<file path="src/rtl/aidpc_pkg.sv">
// Purpose: shared constants and types for the aiding packet payload codec
// Assumes: payload bytes are little endian, byte 0 of the payload sent first
// Notes:   singles are IEEE fp32 or u32 words, doubles are IEEE fp64 words
package aidpc_pkg;

	// ==========================================================
	// packet identifiers
	localparam logic [7:0] ID_POS_VEL   = 8'h2C;
	localparam logic [7:0] ID_POS       = 8'h2D;
	localparam logic [7:0] ID_VEL       = 8'h2E;
	localparam logic [7:0] ID_BODY_VEL  = 8'h2F;
	localparam logic [7:0] ID_HEADING   = 8'h30;
	localparam logic [7:0] ID_RUN_TIME  = 8'h31;
	localparam logic [7:0] ID_MAG_FIELD = 8'h32;

	// ==========================================================
	// fixed payload lengths in bytes
	localparam logic [7:0] LEN_POS_VEL   = 8'h3C;
	localparam logic [7:0] LEN_POS       = 8'h24;
	localparam logic [7:0] LEN_VEL       = 8'h18;
	localparam logic [7:0] LEN_BODY_VEL  = 8'h10;
	localparam logic [7:0] LEN_HEADING   = 8'h08;
	localparam logic [7:0] LEN_RUN_TIME  = 8'h08;
	localparam logic [7:0] LEN_MAG_FIELD = 8'h0C;
	localparam logic [7:0] LEN_NONE      = 8'h00;

	// ==========================================================
	// payload layout
	localparam int PAYLOAD_MAX   = 60;
	localparam int IMG_BITS      = PAYLOAD_MAX * 8;
	localparam int NUM_DBL       = 3;
	localparam int NUM_SGL       = 9;
	localparam int DBL_BYTES     = 8;
	localparam int SGL_BYTES     = 4;
	// singles start after the three doubles, or at byte 0 when there are none
	localparam int SGL_BASE_DBL  = 24;
	localparam int SGL_BASE_NONE = 0;
	localparam int FIFO_DEPTH    = 16;
	localparam int FIFO_WIDTH    = 9;

	typedef struct packed {
		logic [NUM_DBL-1:0][63:0] dbl;
		logic [NUM_SGL-1:0][31:0] sgl;
	} aidpc_fields_type;

	typedef struct packed {
		logic [7:0]       id;
		aidpc_fields_type f;
	} aidpc_req_type;

	typedef struct packed {
		logic       last;
		logic [7:0] data;
	} aidpc_byte_type;

	function automatic logic [7:0] len_of(input logic [7:0] id);
		case (id)
			ID_POS_VEL:   len_of = LEN_POS_VEL;
			ID_POS:       len_of = LEN_POS;
			ID_VEL:       len_of = LEN_VEL;
			ID_BODY_VEL:  len_of = LEN_BODY_VEL;
			ID_HEADING:   len_of = LEN_HEADING;
			ID_RUN_TIME:  len_of = LEN_RUN_TIME;
			ID_MAG_FIELD: len_of = LEN_MAG_FIELD;
			default:      len_of = LEN_NONE;
		endcase
	endfunction

	function automatic logic has_dbl(input logic [7:0] id);
		has_dbl = (id == ID_POS_VEL) || (id == ID_POS);
	endfunction

endpackage

</file>
<file path="src/rtl/aidpc_fifo.sv">
// Purpose: byte FIFO between payload packer and the framer
// Assumes: one clock, DEPTH a power of two
// Notes:   first-word-fall-through, output word read straight from storage
`timescale 1ns/10ps
`default_nettype none
module aidpc_fifo #(
	parameter int WIDTH = 9,
	parameter int DEPTH = 16
) (
	// clock and reset
	input  wire logic             core_clk,
	input  wire logic             rst_n,
	// fill side
	input  wire logic             in_valid,
	output logic                  in_ready,
	input  wire logic [WIDTH-1:0] in_data,
	// drain side
	output logic                  out_valid,
	input  wire logic             out_ready,
	output logic [WIDTH-1:0]      out_data
);
	localparam int AW = $clog2(DEPTH);

	logic [WIDTH-1:0] mem [0:DEPTH-1];
	logic [AW:0]      wr_ptr_reg;
	logic [AW:0]      rd_ptr_reg;
	logic             push;
	logic             pop;

	// ==========================================================
	// flags
	assign in_ready  = !((wr_ptr_reg[AW] != rd_ptr_reg[AW]) &&
	                     (wr_ptr_reg[AW-1:0] == rd_ptr_reg[AW-1:0]));
	assign out_valid = (wr_ptr_reg != rd_ptr_reg);
	assign push      = in_valid && in_ready;
	assign pop       = out_valid && out_ready;
	assign out_data  = mem[rd_ptr_reg[AW-1:0]];

	// ==========================================================
	// storage and pointers
	always_ff @(posedge core_clk) begin
		if (push) begin
			mem[wr_ptr_reg[AW-1:0]] <= in_data;
		end
	end

	always_ff @(posedge core_clk or negedge rst_n) begin
		if (!rst_n) begin
			wr_ptr_reg <= '0;
		end else if (push) begin
			wr_ptr_reg <= wr_ptr_reg + 1'b1;
		end
	end

	always_ff @(posedge core_clk or negedge rst_n) begin
		if (!rst_n) begin
			rd_ptr_reg <= '0;
		end else if (pop) begin
			rd_ptr_reg <= rd_ptr_reg + 1'b1;
		end
	end

endmodule
`default_nettype wire

</file>
<file path="src/rtl/aidpc_host.sv">
// Purpose: host side packer and unpacker of aiding packet payloads, ids 44 to 50
// Assumes: framer adds header and checksum; rx_id stable for a whole payload
// Notes:   payload bytes go out through a 16 word FIFO with back-pressure
`timescale 1ns/10ps
`default_nettype none
module aidpc_host #(
	parameter int FIFO_DEPTH = aidpc_pkg::FIFO_DEPTH
) (
	// clock and reset
	input  wire logic                      core_clk,
	input  wire logic                      rst_n,
	// packing request
	input  wire logic                      req_valid,
	output logic                           req_ready,
	input  wire aidpc_pkg::aidpc_req_type  req,
	output logic                           req_bad,
	// outgoing payload bytes to framer
	output logic                           tx_valid,
	input  wire logic                      tx_ready,
	output logic [7:0]                     tx_byte,
	output logic                           tx_last,
	output logic [7:0]                     tx_id,
	output logic [7:0]                     tx_len,
	// incoming payload bytes from deframer
	input  wire logic                      rx_valid,
	input  wire logic [7:0]                rx_byte,
	input  wire logic                      rx_last,
	input  wire logic [7:0]                rx_id,
	// decoded fields
	output aidpc_pkg::aidpc_fields_type    rx_fields,
	output logic [7:0]                     rx_pkt_id,
	output logic                           rx_update,
	output logic                           rx_drop
);
	typedef enum logic [0:0] {
		TX_IDLE = 1'b0,
		TX_SEND = 1'b1
	} aidpc_tx_state_type;

	aidpc_tx_state_type            tx_state_reg;
	logic [aidpc_pkg::IMG_BITS-1:0] image_reg;
	logic [7:0]                    idx_reg;
	logic [7:0]                    tx_id_reg;
	logic [7:0]                    tx_len_reg;
	logic                          req_bad_reg;
	logic                          req_take;
	logic                          fifo_in_valid;
	logic                          fifo_in_ready;
	logic                          fifo_push;
	logic                          push_last;
	aidpc_pkg::aidpc_byte_type     fifo_in;
	aidpc_pkg::aidpc_byte_type     fifo_out;

	// ==========================================================
	// payload image builders
	function automatic logic [aidpc_pkg::IMG_BITS-1:0] pack_image(
		input aidpc_pkg::aidpc_req_type r);
		logic [aidpc_pkg::IMG_BITS-1:0] img;
		int                             base;
		int                             len;
		img  = '0;
		len  = int'(aidpc_pkg::len_of(r.id));
		base = aidpc_pkg::SGL_BASE_NONE;
		if (aidpc_pkg::has_dbl(r.id)) begin
			base = aidpc_pkg::SGL_BASE_DBL;
			for (int i = 0; i < aidpc_pkg::NUM_DBL; i++) begin
				img[i*aidpc_pkg::DBL_BYTES*8 +: 64] = r.f.dbl[i];
			end
		end
		// singles packed at stride 4, so the third field of id 50 lands at 8
		for (int i = 0; i < aidpc_pkg::NUM_SGL; i++) begin
			if (base + (i + 1) * aidpc_pkg::SGL_BYTES <= len) begin
				img[(base + i*aidpc_pkg::SGL_BYTES)*8 +: 32] = r.f.sgl[i];
			end
		end
		return img;
	endfunction

	function automatic aidpc_pkg::aidpc_fields_type unpack_image(
		input logic [aidpc_pkg::IMG_BITS-1:0] img,
		input logic [7:0]                     id);
		aidpc_pkg::aidpc_fields_type f;
		int                          base;
		int                          len;
		f    = '0;
		len  = int'(aidpc_pkg::len_of(id));
		base = aidpc_pkg::SGL_BASE_NONE;
		if (aidpc_pkg::has_dbl(id)) begin
			base = aidpc_pkg::SGL_BASE_DBL;
			for (int i = 0; i < aidpc_pkg::NUM_DBL; i++) begin
				f.dbl[i] = img[i*aidpc_pkg::DBL_BYTES*8 +: 64];
			end
		end
		for (int i = 0; i < aidpc_pkg::NUM_SGL; i++) begin
			if (base + (i + 1) * aidpc_pkg::SGL_BYTES <= len) begin
				f.sgl[i] = img[(base + i*aidpc_pkg::SGL_BYTES)*8 +: 32];
			end
		end
		return f;
	endfunction

	// ==========================================================
	// transmit packer
	assign req_ready     = (tx_state_reg == TX_IDLE);
	assign req_take      = req_valid && req_ready;
	assign fifo_in_valid = (tx_state_reg == TX_SEND);
	assign fifo_push     = fifo_in_valid && fifo_in_ready;
	assign push_last     = (idx_reg == tx_len_reg - 8'h01);
	assign fifo_in.data  = image_reg[7:0];
	assign fifo_in.last  = push_last;

	always_ff @(posedge core_clk or negedge rst_n) begin
		if (!rst_n) begin
			tx_state_reg <= TX_IDLE;
		end else begin
			case (tx_state_reg)
				TX_IDLE: begin
					if (req_take && aidpc_pkg::len_of(req.id) != aidpc_pkg::LEN_NONE) begin
						tx_state_reg <= TX_SEND;
					end
				end
				TX_SEND: begin
					if (fifo_push && push_last) begin
						tx_state_reg <= TX_IDLE;
					end
				end
				default: tx_state_reg <= TX_IDLE;
			endcase
		end
	end

	// shifting the image keeps the byte mux off a 60 way select
	always_ff @(posedge core_clk or negedge rst_n) begin
		if (!rst_n) begin
			image_reg <= '0;
			idx_reg   <= 8'h00;
		end else if (req_take) begin
			image_reg <= pack_image(req);
			idx_reg   <= 8'h00;
		end else if (fifo_push) begin
			image_reg <= image_reg >> 8;
			idx_reg   <= idx_reg + 8'h01;
		end
	end

	always_ff @(posedge core_clk or negedge rst_n) begin
		if (!rst_n) begin
			tx_id_reg  <= 8'h00;
			tx_len_reg <= 8'h00;
		end else if (req_take && aidpc_pkg::len_of(req.id) != aidpc_pkg::LEN_NONE) begin
			tx_id_reg  <= req.id;
			tx_len_reg <= aidpc_pkg::len_of(req.id);
		end
	end

	always_ff @(posedge core_clk or negedge rst_n) begin
		if (!rst_n) begin
			req_bad_reg <= 1'b0;
		end else begin
			req_bad_reg <= req_take && (aidpc_pkg::len_of(req.id) == aidpc_pkg::LEN_NONE);
		end
	end

	assign req_bad = req_bad_reg;
	assign tx_id   = tx_id_reg;
	assign tx_len  = tx_len_reg;
	assign tx_byte = fifo_out.data;
	assign tx_last = fifo_out.last;

	aidpc_fifo #(
		.WIDTH (aidpc_pkg::FIFO_WIDTH),
		.DEPTH (FIFO_DEPTH)
	) u_fifo (
		.core_clk  (core_clk),
		.rst_n     (rst_n),
		.in_valid  (fifo_in_valid),
		.in_ready  (fifo_in_ready),
		.in_data   (fifo_in),
		.out_valid (tx_valid),
		.out_ready (tx_ready),
		.out_data  (fifo_out)
	);

	// ==========================================================
	// receive unpacker
	logic [7:0]                     rx_buf [0:aidpc_pkg::PAYLOAD_MAX-1];
	logic [aidpc_pkg::IMG_BITS-1:0] rx_img;
	logic [7:0]                     rx_cnt_reg;
	logic                           rx_done_reg;
	logic [7:0]                     rx_done_id_reg;
	logic [7:0]                     rx_done_len_reg;
	logic                           rx_len_ok;
	aidpc_pkg::aidpc_fields_type    rx_fields_reg;
	logic [7:0]                     rx_pkt_id_reg;
	logic                           rx_update_reg;
	logic                           rx_drop_reg;

	genvar g;
	generate
		for (g = 0; g < aidpc_pkg::PAYLOAD_MAX; g++) begin : g_img
			assign rx_img[g*8 +: 8] = rx_buf[g];
		end
	endgenerate

	always_ff @(posedge core_clk) begin
		if (rx_valid && rx_cnt_reg < 8'(aidpc_pkg::PAYLOAD_MAX)) begin
			rx_buf[rx_cnt_reg[5:0]] <= rx_byte;
		end
	end

	// count saturates so an overlong payload never aliases a valid length
	always_ff @(posedge core_clk or negedge rst_n) begin
		if (!rst_n) begin
			rx_cnt_reg <= 8'h00;
		end else if (rx_valid && rx_last) begin
			rx_cnt_reg <= 8'h00;
		end else if (rx_valid && rx_cnt_reg != 8'hFF) begin
			rx_cnt_reg <= rx_cnt_reg + 8'h01;
		end
	end

	always_ff @(posedge core_clk or negedge rst_n) begin
		if (!rst_n) begin
			rx_done_reg     <= 1'b0;
			rx_done_id_reg  <= 8'h00;
			rx_done_len_reg <= 8'h00;
		end else begin
			rx_done_reg <= rx_valid && rx_last;
			if (rx_valid && rx_last) begin
				rx_done_id_reg  <= rx_id;
				rx_done_len_reg <= (rx_cnt_reg == 8'hFF) ? 8'hFF : rx_cnt_reg + 8'h01;
			end
		end
	end

	assign rx_len_ok = (aidpc_pkg::len_of(rx_done_id_reg) != aidpc_pkg::LEN_NONE) &&
	                   (rx_done_len_reg == aidpc_pkg::len_of(rx_done_id_reg));

	always_ff @(posedge core_clk or negedge rst_n) begin
		if (!rst_n) begin
			rx_fields_reg <= '0;
			rx_pkt_id_reg <= 8'h00;
		end else if (rx_done_reg && rx_len_ok) begin
			rx_fields_reg <= unpack_image(rx_img, rx_done_id_reg);
			rx_pkt_id_reg <= rx_done_id_reg;
		end
	end

	always_ff @(posedge core_clk or negedge rst_n) begin
		if (!rst_n) begin
			rx_update_reg <= 1'b0;
			rx_drop_reg   <= 1'b0;
		end else begin
			rx_update_reg <= rx_done_reg && rx_len_ok;
			rx_drop_reg   <= rx_done_reg && !rx_len_ok;
		end
	end

	assign rx_fields = rx_fields_reg;
	assign rx_pkt_id = rx_pkt_id_reg;
	assign rx_update = rx_update_reg;
	assign rx_drop   = rx_drop_reg;
endmodule
`default_nettype wire

</file>
<file path="config.mk">
export PLATFORM = sky130hd
export DESIGN_NAME = aidpc_host
export DESIGN_NICKNAME = d
export VERILOG_FILES = /design/src/rtl/aidpc_pkg.sv /design/src/rtl/aidpc_fifo.sv /design/src/rtl/aidpc_host.sv
export SDC_FILE = /design/constraint.sdc
export NUM_CORES = 2
export LEC_CHECK = 0
export BUFFER_PORTS_ARGS = -buffer_cell sky130_fd_sc_hd__buf_2
export CORE_UTILIZATION = 29
export CTS_BUF_LIST = sky130_fd_sc_hd__clkbuf_4 sky130_fd_sc_hd__clkbuf_8
export DETAILED_ROUTE_END_ITERATION = 7
export PLACE_DENSITY = 0.54
export SLEW_MARGIN = 0
export SYNTH_ARGS = -nofsm -noshare
export SYNTH_HDL_FRONTEND = slang
export SYNTH_SLANG_ARGS = --single-unit
</file>
<file path="constraint.sdc">
create_clock -name core_clk -period 11.2 [get_ports core_clk]
set_input_delay 1.12 -clock core_clk [delete_from_list [all_inputs] [get_ports core_clk]]
set_output_delay 1.12 -clock core_clk [all_outputs]
set_load 0.05 [all_outputs]
</file>
==> impl_results.md <==
* Slew margin rel. at 13.1%
* Crit path from: u_fifo.rd_ptr_reg[0]$_DFFE_PN0P_
* Fmax at 0.184 GHz
* CP arrival at 6.29 ns
* Unrepaired setup endpoints after global routing: false
* Seq pwr share at 44.7%
* Via count at 51312
* Final min period at 5.42 ns
* H-tree depth at 5
* Die height at 490 um
* Sequential share of the synthesized area at 64.4%
* Crit path cell chain: buf_4, xor2_1, nor4_1, a21o_4, nand2_4, buf_4, buf_12, buf_4, nor2_1, o21ai_0
* CP max-delay cell: buf_4
* Remaining global-route overflow at 0
* Maxcap violations at 0
* First-pass GRT wire length at 366000 um
* Post-CTS setup repair buffer count at 0
* Die Span X at 490 um
* CP required at 12.07 ns
* Routed Wire Length at 252000 um
* # port buffers at 1023
* Switch share at 32.8%
* CTS buffer count at 314
* Cell variety after synth at 72
* LEAKAGE at 35.3 nW
* Max IR drop VDD at 0.219 mV
* Worst slack, placed at 5.88 ns
* Initial Util at 29.3%
* Worst Hold Margin at 0.0902 ns
* Power share of the clock group at 33.6%
* All-Layer GR Usage at 20.5%
* Async SR Flop Fraction at 62.2%
* Worst Skew at 0.113 ns
* Comb power frac at 21.7%
* # rows at 178
* Power density cells at 215 mW/mm^2
* Hold buffers post-CTS at 0
* CTS tree: built
* Dpl cells at 9835
* HP Class: input port to async pin
* Non-filler cells, final at 10425
* Post-DR vias/cell at 4.92
* Clk_lat worst skew at 1.03 ns
* Ports at 1028
* DRC errors left at 0
* Critical setup path kind: register to register
* Synth Register Bits at 1651
* Antenna violations before repair at 88
* Crit Reg-Reg Startpoint: u_fifo.rd_ptr_reg[0]$_DFFE_PN0P_
* Ys Warns at 0
* Design internal power at 12.1 mW
* Slew @ Worst Pin at 1.29 ns
* Share of cells above drive strength 1 at 25.6%
* Status: finished, final reports clean
* Die area at 0.240 mm^2
* Drt first pass iters at 7
* Period Utilization, post-route at 48.4%
* # nets final at 7532
* Sw Pwr at 5.90 mW
* PostCTS Resize Cnt at 0
* Final ANT Viol Nets at 0
* Synth-to-layout area growth at 21.2%
* Worst path max stage delay at 1.01 ns
* Setup TNS at 0 ns
* Largest net degree at the start of global routing at 221
* Post-synth EDFFs at 624
* Most frequent CP cell: buf_4
* Final WS setup at 5.78 ns
* Root Driver: clkbuf_8
* Detailed Place HPWL at 173000 um
* Synth Instances at 5979
* Synthesized cell area at 0.0690 mm^2
* Initial DRC count at 4342
* Routability Congestion at 0.897
* Clock tree sinks at 1651
* Final hold viol count at 0
* Drt wl/cell at 24.2 um
* Crit path max fanout at 154
* Clock-pin transition on the worst setup and hold timing paths at 0.06 ns
* Crit path launch type: register
* Synth Flop Type: dfrtp_1
* CP Capture Type: register
* # setup viols final at 0
* Syn_area_per_cell at 11.5 um^2
* Bufs on Longest Clock Path at 4
* Vias in the first global route at 52301
* Core ar. at 0.236 mm^2
* Max-slew violations at 0
-- worst max-delay path: cells and delay by family (launching register included) --
| kind | cells | cell delay, ns |
|---|---|---|
| compound gates | 2 | 0.61 |
| xor+xnor | 1 | 0.22 |
| buf+inv | 4 | 2.89 |
| flops | 1 | 0.34 |
| simple gates | 3 | 0.84 |
-- per-stage QoR --
stage | utilization, % | total power [mW] | area (um^2)
floorplan | - | 10.5 | 69100
global placement | 32.8 | 12.0 | 77300
detailed placement | 32.8 | 12.0 | 77300
CTS | 35.4 | 18.2 | 83600
global route | 35.5 | 18.9 | 83600
finish | 35.5 | 18.0 | 83700
-- final cells by class --
type,instances,area (um^2)
clock inverters,66,452
well taps,3150,3940
clock buffers,473,5850
flip-flops and latches,1651,44400
inverters,282,1070
diodes,51,128
multi-input cells,3640,21900
fillers,23459,152000
repair buffers,1112,5910
-- cell usage after synthesis, types with 12 or more instances --
library cell | instances | area (um^2)
nand2_1 | 1180 | 4430
dfrtp_1 | 1027 | 25700
edfxtp_1 | 624 | 18700
nor2_1 | 466 | 1750
o21ai_0 | 461 | 2310
a21oi_1 | 433 | 2170
mux2i_1 | 352 | 3520
clkbuf_1 | 304 | 1140
inv_1 | 281 | 1050
a221oi_1 | 190 | 1660
mux2_2 | 136 | 1530
mux2_1 | 100 | 1130
buf_2 | 51 | 255
mux4_2 | 45 | 1010
o2bb2ai_1 | 32 | 280
buf_4 | 26 | 195
a22oi_1 | 25 | 188
ha_1 | 21 | 263
buf_1 | 15 | 56.3
and3_1 | 12 | 75.1
xnor2_1 | 12 | 105
xor2_1 | 12 | 105
-- power groups by stage --
| stage | sequential (mW) | combinational [mW] | clock, mW |
|---|---|---|---|
| 2_1_floorplan | 7.85 | 2.63 | 0 |
| 3_3_place_gp | 8.12 | 3.85 | 0 |
| 3_5_place_dp | 8.14 | 3.91 | 0 |
| 4_1_cts | 8.03 | 3.94 | 6.19 |
| 5_1_grt | 8.13 | 4.30 | 6.45 |
| 6_report | 8.03 | 3.90 | 6.03 |
-- worst paths after layout --
path	endpoint	slack [ns]	cells past startpoint
min in group core_clk	image_reg[437]$_DFFE_PN0P_	0.31	3
setup reg to reg	image_reg[72]$_DFFE_PN0P_	5.78	10
hold / removal	image_reg[10]$_DFFE_PN0P_	0.09	1
setup / recovery	image_reg[72]$_DFFE_PN0P_	5.78	10
hold reg to reg	tx_id[5]$_DFFE_PN0P_	0.46	1
max in group asynchronous	rx_fields[197]$_DFFE_PN0P_	8.67	3
-- placed cells by master (no fill, tap or decap), types with 51 or more instances in the layout --
cell,n
nor2_1,462
buf_4,80
clkbuf_4,106
mux2_2,136
a21oi_1,431
mux2i_1,352
buf_2,1022
mux2_1,100
clkbuf_8,367
dfrtp_1,1026
edfxtp_1,624
a221oi_1,190
nand2_1,1178
o21ai_0,461
inv_1,281
diode_2,51
-- cell families (layout without fill, tap and decap cells) --
family	Yosys count	in the layout	share of synthesized area (%)
and+or+nand+nor	1744	1744	9.95
adders and majority gates	21	21	0.381
xor gates and xnor gates	24	24	0.304
muxes	633	633	10.4
AOI/OAI and AO/OA	1214	1214	10.4
other	1	55	0.00543
DFF	1651	1651	64.4
buffers and inverters	691	1933	4.19
-- metal layers --
metal | GRT usage (%) | share of wire, %
met5 | 0 | 0.090
met4 | 8.41 | 3.8
met3 | 7.20 | 9.3
met2 | 33.4 | 48
met1 | 24.5 | 39
Note: power is estimated with default switching activity, not from simulation.
